`config.mk`:
```
export PLATFORM = sky130hd
export DESIGN_NAME = ptc_timer
export DESIGN_NICKNAME = d
export VERILOG_FILES = /design/src/rtl/ptc_pkg.sv /design/src/rtl/ptc_edge_if.sv /design/src/rtl/ptc_input_sampler.sv /design/src/rtl/ptc_timer.sv
export SDC_FILE = /design/constraint.sdc
export NUM_CORES = 1
export LEC_CHECK = 0
export BUFFER_PORTS_ARGS = -buffer_cell sky130_fd_sc_hd__buf_2
export CORE_AREA = 2 2 161 100
export DETAILED_ROUTE_END_ITERATION = 16
export DIE_AREA = 0 0 163 102
export HOLD_SLACK_MARGIN = 0.06
export PLACE_DENSITY = 0.43
export SYNTH_ARGS = -nofsm -noshare
export SYNTH_HDL_FRONTEND = slang
export SYNTH_SLANG_ARGS = --single-unit
```
`constraint.sdc`:
```
create_clock -name ref_clk_i -period 2.3 [get_ports ref_clk_i]
set_input_delay 0 -clock ref_clk_i [delete_from_list [all_inputs] [get_ports ref_clk_i]]
set_output_delay 0 -clock ref_clk_i [all_outputs]
set_load 0.1 [all_outputs]
```
`src/rtl/ptc_pkg.sv`:
```
// constants, register map and field layout of the period timer counter
package ptc_pkg;
	localparam int unsigned PTC_ADDR_W = 3;
	localparam int unsigned PTC_DATA_W = 8;
	localparam int unsigned PTC_COUNT_W = 16;
	localparam int unsigned PTC_PRE_W = 3;

	localparam logic [PTC_ADDR_W-1:0] PTC_OFS_CONTROL = 3'h0;
	localparam logic [PTC_ADDR_W-1:0] PTC_OFS_COUNT_LOW = 3'h1;
	localparam logic [PTC_ADDR_W-1:0] PTC_OFS_COUNT_HIGH = 3'h2;
	localparam logic [PTC_ADDR_W-1:0] PTC_OFS_PERIOD_LOW = 3'h3;
	localparam logic [PTC_ADDR_W-1:0] PTC_OFS_PERIOD_HIGH = 3'h4;
	localparam logic [PTC_ADDR_W-1:0] PTC_OFS_STATUS = 3'h5;

	localparam int unsigned PTC_BIT_TIMER_RUN = 0;
	localparam int unsigned PTC_BIT_EXT_SRC = 1;
	localparam int unsigned PTC_BIT_SYNC_BYPASS = 2;
	localparam int unsigned PTC_BIT_PRESCALE_LO = 3;
	localparam int unsigned PTC_BIT_PRESCALE_HI = 4;
	localparam int unsigned PTC_BIT_ONE_SHOT = 5;
	localparam int unsigned PTC_BIT_TRIG_RST_DIS = 6;
	localparam int unsigned PTC_BIT_SLEEP_RUN = 7;
	localparam int unsigned PTC_BIT_MATCH_FLAG = 0;

	localparam logic [PTC_DATA_W-1:0] PTC_RST_CONTROL = 8'h00;
	localparam logic [PTC_DATA_W-1:0] PTC_RST_BYTE = 8'h00;
	localparam logic [PTC_COUNT_W-1:0] PTC_RST_COUNT = 16'h0000;
	localparam logic [PTC_COUNT_W-1:0] PTC_RST_PERIOD = 16'hffff;
	localparam logic [PTC_COUNT_W-1:0] PTC_COUNT_MAX = 16'hffff;

	localparam logic [3:0] PTC_CAP_TRIG_MODE_A = 4'he;
	localparam logic [3:0] PTC_CAP_TRIG_MODE_B = 4'hf;

	localparam logic [1:0] PTC_PHASE_Q1 = 2'h0;
	localparam logic [1:0] PTC_PHASE_Q2 = 2'h1;
	localparam logic [1:0] PTC_PHASE_Q4 = 2'h3;

	// divide ratio minus one, indexed by prescale_select
	localparam logic [PTC_PRE_W-1:0] PTC_PRE_LAST_1 = 3'h0;
	localparam logic [PTC_PRE_W-1:0] PTC_PRE_LAST_2 = 3'h1;
	localparam logic [PTC_PRE_W-1:0] PTC_PRE_LAST_4 = 3'h3;
	localparam logic [PTC_PRE_W-1:0] PTC_PRE_LAST_8 = 3'h7;
endpackage : ptc_pkg

```
`src/rtl/ptc_edge_if.sv`:
```
// carrier between the phase generator and the external input sampler
`timescale 1ns/1ps
`default_nettype none
interface ptc_edge_if;
	logic [1:0] phase;
	logic sync_edge;
	logic async_edge;
	modport core (output phase, input sync_edge, input async_edge);
	modport sampler (input phase, output sync_edge, output async_edge);
endinterface : ptc_edge_if
`default_nettype wire

```
`src/rtl/ptc_input_sampler.sv`:
```
// external count input synchroniser and rising transition detector
`timescale 1ns/1ps
`default_nettype none
module ptc_input_sampler (
	input wire logic ref_clk_i,
	input wire logic reset_i,
	input wire logic external_count_input_i,
	ptc_edge_if.sampler edge_if
);
	import ptc_pkg::*;

	logic sync_a;
	logic sync_b;
	logic sync_c;
	logic [2:0] samples;
	logic next_sync_edge;
	logic next_async_edge;
	logic [2:0] next_samples;

	always_comb begin
		next_samples = samples;
		next_sync_edge = 1'b0;
		// sample on the second and fourth phases
		if (edge_if.phase == PTC_PHASE_Q2 || edge_if.phase == PTC_PHASE_Q4) begin
			next_samples = {samples[1:0], sync_b};
			// low then two highs over three adjacent samples
			next_sync_edge = ~samples[1] & samples[0] & sync_b;
		end
		// plain edge with no phase alignment
		next_async_edge = sync_b & ~sync_c;
	end

	always_ff @(posedge ref_clk_i) begin
		if (reset_i) begin
			sync_a <= 1'b0;
			sync_b <= 1'b0;
			sync_c <= 1'b0;
			samples <= 3'h0;
			edge_if.sync_edge <= 1'b0;
			edge_if.async_edge <= 1'b0;
		end else begin
			sync_a <= external_count_input_i;
			sync_b <= sync_a;
			sync_c <= sync_b;
			samples <= next_samples;
			edge_if.sync_edge <= next_sync_edge;
			edge_if.async_edge <= next_async_edge;
		end
	end
endmodule : ptc_input_sampler
`default_nettype wire

```
`src/rtl/ptc_timer.sv`:
```
// 16-bit period timer counter with buffered high byte and trigger reset
`timescale 1ns/1ps
`default_nettype none
module ptc_timer #(
	parameter int unsigned COUNT_W = ptc_pkg::PTC_COUNT_W
) (
	input wire logic ref_clk_i,
	input wire logic reset_i,
	input wire logic [ptc_pkg::PTC_ADDR_W-1:0] reg_addr_i,
	input wire logic [ptc_pkg::PTC_DATA_W-1:0] reg_wdata_i,
	input wire logic reg_write_i,
	input wire logic reg_read_i,
	output logic [ptc_pkg::PTC_DATA_W-1:0] reg_rdata_o,
	input wire logic external_count_input_i,
	input wire logic capture_one_input_i,
	input wire logic [3:0] capture_one_mode_i,
	input wire logic sleep_i,
	output logic period_match_flag_o,
	output logic timer_run_o
);
	import ptc_pkg::*;

	// elaboration-time refusal of widths the byte-wide access cannot serve
	if (COUNT_W != PTC_COUNT_W) begin : g_bad_width
		$error("ptc_timer supports a 16-bit counter only");
	end

	ptc_edge_if edge_bus ();

	ptc_input_sampler u_sampler (
		.ref_clk_i(ref_clk_i),
		.reset_i(reset_i),
		.external_count_input_i(external_count_input_i),
		.edge_if(edge_bus)
	);

	logic [PTC_DATA_W-1:0] control;
	logic [PTC_DATA_W-1:0] high_buffer;
	logic [PTC_COUNT_W-1:0] count;
	logic [PTC_COUNT_W-1:0] period;
	logic [PTC_PRE_W-1:0] prescale;
	logic [1:0] phase;
	logic ext_pending;
	logic match_flag;
	logic cap_sync_a;
	logic cap_sync_b;
	logic cap_sync_c;

	logic [PTC_DATA_W-1:0] next_control;
	logic [PTC_DATA_W-1:0] next_high_buffer;
	logic [PTC_COUNT_W-1:0] next_count;
	logic [PTC_COUNT_W-1:0] next_period;
	logic [PTC_PRE_W-1:0] next_prescale;
	logic [1:0] next_phase;
	logic next_ext_pending;
	logic next_match_flag;
	logic [PTC_DATA_W-1:0] next_rdata;

	logic run;
	logic ext_src;
	logic bypass;
	logic one_shot;
	logic [PTC_PRE_W-1:0] pre_last;
	logic wr_ctrl;
	logic wr_low;
	logic wr_high;
	logic wr_per_lo;
	logic wr_per_hi;
	logic wr_status;
	logic rd_low;
	logic cap_edge;
	logic trig_ok;
	logic sleep_ok;
	logic src_event;
	logic tick;
	logic at_q1;
	logic hit;

	assign edge_bus.phase = phase;

	always_comb begin
		run = control[PTC_BIT_TIMER_RUN];
		ext_src = control[PTC_BIT_EXT_SRC];
		bypass = control[PTC_BIT_SYNC_BYPASS];
		one_shot = control[PTC_BIT_ONE_SHOT];
		at_q1 = (phase == PTC_PHASE_Q1);
		wr_ctrl = reg_write_i && reg_addr_i == PTC_OFS_CONTROL;
		wr_low = reg_write_i && reg_addr_i == PTC_OFS_COUNT_LOW;
		wr_high = reg_write_i && reg_addr_i == PTC_OFS_COUNT_HIGH;
		wr_per_lo = reg_write_i && reg_addr_i == PTC_OFS_PERIOD_LOW;
		wr_per_hi = reg_write_i && reg_addr_i == PTC_OFS_PERIOD_HIGH;
		wr_status = reg_write_i && reg_addr_i == PTC_OFS_STATUS;
		rd_low = reg_read_i && reg_addr_i == PTC_OFS_COUNT_LOW;
		cap_edge = cap_sync_b & ~cap_sync_c;
		// trigger reset only from a trigger capture mode and not disabled
		trig_ok = cap_edge && !control[PTC_BIT_TRIG_RST_DIS]
			&& (capture_one_mode_i == PTC_CAP_TRIG_MODE_A
			|| capture_one_mode_i == PTC_CAP_TRIG_MODE_B);
		// in sleep only external, bypassed, sleep-enabled counting goes on
		sleep_ok = !sleep_i || (control[PTC_BIT_SLEEP_RUN] && ext_src && bypass);
		case (control[PTC_BIT_PRESCALE_HI:PTC_BIT_PRESCALE_LO])
			2'h0: pre_last = PTC_PRE_LAST_1;
			2'h1: pre_last = PTC_PRE_LAST_2;
			2'h2: pre_last = PTC_PRE_LAST_4;
			2'h3: pre_last = PTC_PRE_LAST_8;
			default: pre_last = PTC_PRE_LAST_1;
		endcase
	end

	always_comb begin
		next_phase = phase + 2'h1;
		next_ext_pending = ext_pending;
		src_event = 1'b0;
		if (!ext_src) begin
			// internal instruction clock advances on the first phase
			src_event = at_q1;
			next_ext_pending = 1'b0;
		end else if (bypass) begin
			// external edges counted as they come
			src_event = edge_bus.async_edge;
			next_ext_pending = 1'b0;
		end else begin
			// synchronised edge held until the next first phase
			if (at_q1) begin
				src_event = ext_pending;
				next_ext_pending = edge_bus.sync_edge;
			end else if (edge_bus.sync_edge) begin
				next_ext_pending = 1'b1;
			end
		end
	end

	always_comb begin
		next_control = control;
		next_high_buffer = high_buffer;
		next_count = count;
		next_period = period;
		next_prescale = prescale;
		next_match_flag = match_flag;
		next_rdata = 8'h00;
		tick = 1'b0;
		hit = 1'b0;

		if (wr_ctrl) begin
			next_control = reg_wdata_i;
		end
		// single-shot idle timer started by the trigger edge
		if (one_shot && !run && trig_ok) begin
			next_control[PTC_BIT_TIMER_RUN] = 1'b1;
		end

		// count only while running
		if (run && sleep_ok && src_event) begin
			if (prescale == pre_last) begin
				tick = 1'b1;
				next_prescale = 3'h0;
			end else begin
				next_prescale = prescale + 3'h1;
			end
		end

		if (tick) begin
			hit = (count == period) || (count == PTC_COUNT_MAX);
			if (hit) begin
				// roll over to zero on the match edge
				next_count = PTC_RST_COUNT;
				if (one_shot) begin
					// single-shot halts itself
					next_control[PTC_BIT_TIMER_RUN] = 1'b0;
				end
			end else begin
				next_count = count + 16'h0001;
			end
		end

		// trigger reset clears the counter in either mode
		if (trig_ok) begin
			next_count = PTC_RST_COUNT;
		end

		// buffer write leaves counter and prescaler alone
		if (wr_high) begin
			next_high_buffer = reg_wdata_i;
		end
		if (wr_low) begin
			// all 16 bits load at once and beat a trigger reset
			next_count = {high_buffer, reg_wdata_i};
			next_prescale = 3'h0;
		end
		// disabling keeps the count but clears the prescaler
		if (!next_control[PTC_BIT_TIMER_RUN]) begin
			next_prescale = 3'h0;
		end

		// period accepted at any time
		if (wr_per_lo) begin
			next_period[7:0] = reg_wdata_i;
		end
		if (wr_per_hi) begin
			next_period[15:8] = reg_wdata_i;
		end

		// sticky flag, a new match beats a software clear
		if (wr_status && reg_wdata_i[PTC_BIT_MATCH_FLAG]) begin
			next_match_flag = 1'b0;
		end
		if (hit) begin
			next_match_flag = 1'b1;
		end

		if (reg_read_i) begin
			case (reg_addr_i)
				PTC_OFS_CONTROL: next_rdata = control;
				PTC_OFS_COUNT_LOW: next_rdata = count[7:0];
				PTC_OFS_COUNT_HIGH: next_rdata = high_buffer;
				PTC_OFS_PERIOD_LOW: next_rdata = period[7:0];
				PTC_OFS_PERIOD_HIGH: next_rdata = period[15:8];
				PTC_OFS_STATUS: next_rdata = {7'h00, match_flag};
				default: next_rdata = 8'h00;
			endcase
		end
		// low read captures the live high byte
		if (rd_low) begin
			next_high_buffer = count[15:8];
		end
	end

	always_ff @(posedge ref_clk_i) begin
		if (reset_i) begin
			control <= PTC_RST_CONTROL;
			high_buffer <= PTC_RST_BYTE;
			count <= PTC_RST_COUNT;
			period <= PTC_RST_PERIOD;
			prescale <= 3'h0;
			phase <= PTC_PHASE_Q1;
			ext_pending <= 1'b0;
			match_flag <= 1'b0;
			cap_sync_a <= 1'b0;
			cap_sync_b <= 1'b0;
			cap_sync_c <= 1'b0;
			reg_rdata_o <= 8'h00;
			period_match_flag_o <= 1'b0;
			timer_run_o <= 1'b0;
		end else begin
			control <= next_control;
			high_buffer <= next_high_buffer;
			count <= next_count;
			period <= next_period;
			prescale <= next_prescale;
			phase <= next_phase;
			ext_pending <= next_ext_pending;
			match_flag <= next_match_flag;
			cap_sync_a <= capture_one_input_i;
			cap_sync_b <= cap_sync_a;
			cap_sync_c <= cap_sync_b;
			reg_rdata_o <= next_rdata;
			period_match_flag_o <= next_match_flag;
			timer_run_o <= next_control[PTC_BIT_TIMER_RUN];
		end
	end
endmodule : ptc_timer
`default_nettype wire

```
# Word level (Yosys, flattened, before mapping)
# Index checks and enable logic that the tools add are counted.
# totals
ff_bits,73
inputBits,22
output_inout_bits,10
word_cells,107
# classes
add_sub_neg,3
eq_ne,15
n_mux,24
bitwise,11
n_reduce_logical,34
# op_table
operator,count
$mux 16,4
$pmux 8 s6,1
$add 16x1->16 const B,1
$eq 16x16->1,1
$eq 16x16->1 const B,1
$logic_and 1x1->1,16
$mux 8,2
$mux 1,15
$pmux 3 s4,1
$eq 4x4->1 const B,2
$not 1->1,7
$eq 2x2->1 const B,3
$eq 3x2->1 const B,2
$eq 3x3->1 const B,2
$reduce_bool 2->1,3
$reduce_or 3->1,2
$and 1x1->1,4
$eq 2x1->1 const B,2
$logic_not 2->1,2
$logic_or 1x1->1,4
$reduce_or 2->1,2
$add 3x1->3 const B,1
$eq 3x1->1 const B,1
$eq 3x3->1,1
other kinds (5),7

# Longest topological paths before layout
# logic_depth
ltp_word,11
depth_mapped,10
mapped_depth_nobuf,7

# Cells and area by module
# Synthesis repeated with hierarchy kept, for this count alone.
# unflattened
hier_cells,469
area_unflattened_um2,3932.5
# by_module_without_submodules
module,instances,cells_per_inst,area_per_inst_um2,seq_area_each_um2
ptc_timer,1,451,3714.8,1321.3
ptc_input_sampler,1,18,217.7,140.1

# Worst setup path after synthesis
# No wires, ideal clock.
# synth_timing
path_kind,register to register
start,reg control[0]
end,reg count[10]
setup_ps,92
t_arrival_ps,2111
t_required_ps,2208
slack_ps,97
path_stages_with_launch,8
n_path_buf,2
period_less_slack_ps,2203
path_cell_list,dfxtp_1 > inv_1 > a221oi_4 > nor2_2 > or2_1 > buf_6 > buf_6 > o32ai_1
# synth_via
elab_chain_cells,4
# synth_lines
item,line_no,text
start: declaration,ptc_timer.sv:37,logic [PTC_DATA_W-1:0] control;
start signal: assignment,ptc_timer.sv:245,control <= next_control;
$logic_and 1x1->1 (2 in series),ptc_timer.sv:153,if (run && sleep_ok && src_event) begin
$mux 1,ptc_timer.sv:153,
$reduce_bool 3->1 (no source line),-,
end signal: assignment,ptc_timer.sv:247,count <= next_count;
end: declaration,ptc_timer.sv:39,logic [PTC_COUNT_W-1:0] count;
# Every way passes these cells.
# A chain may end at the register's enable or synchronous reset.

# Worst setup path after layout
# layout_timing
start,reg control[3]
end,reg count[13]
# layout_via
elab_chain_cells,6
elab_cells_between_ends,9
classes_between,eq/ne: 4; mux: 3; reduce/logical: 2
# layout_lines
item,line_no,text
$eq 2x2->1 (tied with other cells),ptc_timer.sv:101,case (control[PTC_BIT_PRESCALE_HI:PTC_BIT_PRESCALE_LO])
$pmux 3 s4 (*),ptc_timer.sv:101,
$eq 3x3->1 (*),ptc_timer.sv:154,if (prescale == pre_last) begin
$mux 1 (*),ptc_timer.sv:154,
$mux 1 (*),ptc_timer.sv:153,
$reduce_bool 3->1 (no source line) (*),-,
# Mark *: on every way between the ends. The rest lies on a longest branch, timed or not.

==> impl_results.md <==
* Slew @ Worst Pin at 0.738 ns
* Core ar. at 15,100 um^2
* First DRT Iteration DRCs at 224
* Critical path capture point type: flop
* Final setup fails at 0
* EDFF count, synth at 0
* Most common cell after layout, fill and taps aside: dfxtp_1
* Largest family of logic cells by synthesized area: simple AND/OR/NAND/NOR gates
* Syn nets at 468
* Vias in the first global route at 3,390
* H-tree depth at 3
* Area growth, synth to finish at 26.2%
* Hold Path Depth at 4
* CTS Buf Count at 9
* CTS tree: done
* IO buf count at 30
* Critical path arrival at 2.44 ns
* Clock-pin slew on the worst setup and hold paths at 0.06 ns
* Synth Cell Area at ~3700 um^2
* Skew final at 0.00973 ns
* Clk_lat worst skew at approximately 0.34 ns
* DP Worst Slack at -0.0958 ns
* Antenna violations before repair at 0
* Nets at 528
* Period minus WS final at 2.21 ns
* Share of layout cells above drive strength 1 at 17.0%
* Period utilization at 96.1%
* Number of fill cells at 1,608
* Fin. Hold Viols at 0
* Complex-gate fraction of the synthesized area at 17.4%
* Post-synthesis sequential area ratio at 39.5%
* Ports at 32
* Max_cap viols at 0
* Reg2Reg Depth at 6
* Async set-reset flop share out of synthesis at 0%
* Clock sinks at 73
* Crit path max-delay cell type: or4_1
* Post-detailed-route DRC marker count at 0
* Post-DP Area at 4220 um^2
* XOR/XNOR Fraction of Synth Area at 3.78%
* Ant diodes at 0
* Crit Path Category: reg2reg
* Row count at 35
* Crit path largest cell delay at 0.52 ns
* Final worst slack at around 0.09 ns
* Yosys top cell by area: dfxtp_1
* HP Class: in2reg
* Routed len/inst at between 15 and 20 um
* Type of origin of the critical path: flop
* First-pass GRT wire length at 20,000 um
* Die Area at 16,600 um^2
* Final instance area at ~4700 um^2
* Final ANT Viol Nets at 0
* Unrepaired setup endpoints after global routing: no
* Post-synth top area share at 39.5%
* All-Layer GR Usage at between 10% and 20%
* Cell Chain, Critical Path: or4_1 -> a21o_1 -> a221oi_4 -> nor2_2 -> or2_2 -> o32ai_1
* Leakage at 1.72 nW
* RePlAce Congestion at 0.828
* Initial Util at 24.5%
* CTS root buf: clkbuf_16
* Critical Path RT at 2.53 ns
* Slew margin rel. at 50.6%
* Drt via density at about 5
* Post-synthesis register bit count at 73
* Clock Tree Buf Depth at 2
* Slew Limit Fails at 0
* Synth Instances at 441
* Most frequent cells in the layout: dfxtp_1, nand2_1, a21oi_1
* CP max FO at 14
* Post-CTS Setup Inserts at 0
* Max Clk Rate at ~0.45 GHz
* Max VDD drop at about 300 uV
* Synthesized area per cell at 8.40 um^2
* Post-Synth Simple-Gate Area at 25.9%
* Yosys warns at 0
* Die height at between 100 and 150 um
* Via count at 3,563
* Mux contribution to synthesized area at 6.49%
* Pwr/cell area at about 660 nW/um^2
* Synth Flop Type: dfxtp_1
* Area contributors post-synth: dfxtp_1, nand2_1, a21oi_1
* Total Power Consumption at between 3 and 4 mW
* Setup total negative slack at 0 ns
* Final wirelength at 13,100 um
* Synth cell types at 47
* Adder-Cell Fraction of Synth Area at 1.69%
* HPWL Detailed at 9530 um
* Global route overflow at 0
* Drt first pass iters at 5
* Outcome: complete, no violations
* Largest net degree at the start of global routing at 36
* Die W at 163 um
## state kept, by name, indices dropped and copies added, names as in the netlist, 2 cells and up
| name | cells |
|---|---|
| u_sampler.samples | 2 |
| prescale | 3 |
| control | 8 |
| period | 16 |
| edge_bus.phase | 2 |
| reg_rdata_o | 8 |
| high_buffer | 8 |
| count | 16 |
## timing repair
item,in CTS,in global routing
pin swaps,0,1
hold buffers,14,0
endpoints found under the hold margin,33,0
resized for setup,1,4
setup endpoints to repair,15,18
## worst paths after layout
check | startpoint | end | slack, ns
max | control[3]$_SDFFE_PP0N_ | count[13]$_SDFFE_PP0P_ | 0.09
max reg2reg | control[3]$_SDFFE_PP0N_ | count[13]$_SDFFE_PP0P_ | 0.09
min | reg_write_i | match_flag$_SDFFE_PP0P_ | 0.09
min reg2reg | u_sampler.sync_c$_SDFF_PP0_ | u_sampler.edge_if.async_edge$_SDFF_PP0_ | 0.38
## report_power, final
group / internal [mW] / switching (mW)
logic: 0.125 / 0.198
clock network: 0.844 / 0.584
registers: 1.30 / 0.0312
## critical path, delay by kind of cell, from the launching register on
family | cells | cell delay [ns]
DFF | 1 | 0.35
and+or+nand+nor | 3 | 1.05
AOI/OAI and AO/OA | 3 | 0.70
## cell families after synthesis
group | count (synthesis)
fa+ha+maj | 5
compound gates | 94
buf+inv | 47
flops | 73
xor+xnor | 16
simple gates | 187
mux | 19
## metal layers
metal | part of all wire [%] | global-route usage (%)
met1 | 52 | 24.8
met2 | 38 | 20.9
met3 | 8.3 | 5.84
met4 | 1.3 | 4.70
met5 | 0 | 0
## per-stage QoR
step | instances | hold slack, ns | utilization, %
CTS | 709 | 0.0760 | 30.8
global placement | 679 | 0.211 | 27.9
floorplan | 441 | 0.121 | -
global route | 709 | 0.108 | 30.9
finish | 709 | 0.0896 | 30.9
detailed placement | 679 | 0.218 | 27.9
## area by class of cell
class / instances / area [um^2] / share of cell area, %
Multi-Input combinational cell: 321 / 2070 / 44.3
Sequential cell: 73 / 1460 / 31.3
Timing Repair Buffer: 72 / 500 / 10.7
Tap cell: 203 / 254 / 5.43
Clock buffer: 10 / 229 / 4.90
Inverter: 24 / 90.1 / 1.93
Clock inverter: 6 / 67.6 / 1.45
## synthesized netlist by cell type, drive strengths merged, types with 4 or more instances
library cell  number
a211oi             8
a21oi             36
a22oi              4
a31oi              7
a32oi              7
buf                8
clkbuf            15
dfxtp             73
ha                 5
inv               24
mux2i             15
mux4               4
nand2             60
nand3             11
nand3b            19
nand4              8
nor2              36
nor2b             13
nor3              14
nor4               7
o21ai              6
o32ai             14
xnor2             16
(Power assumes the default switching activity.)
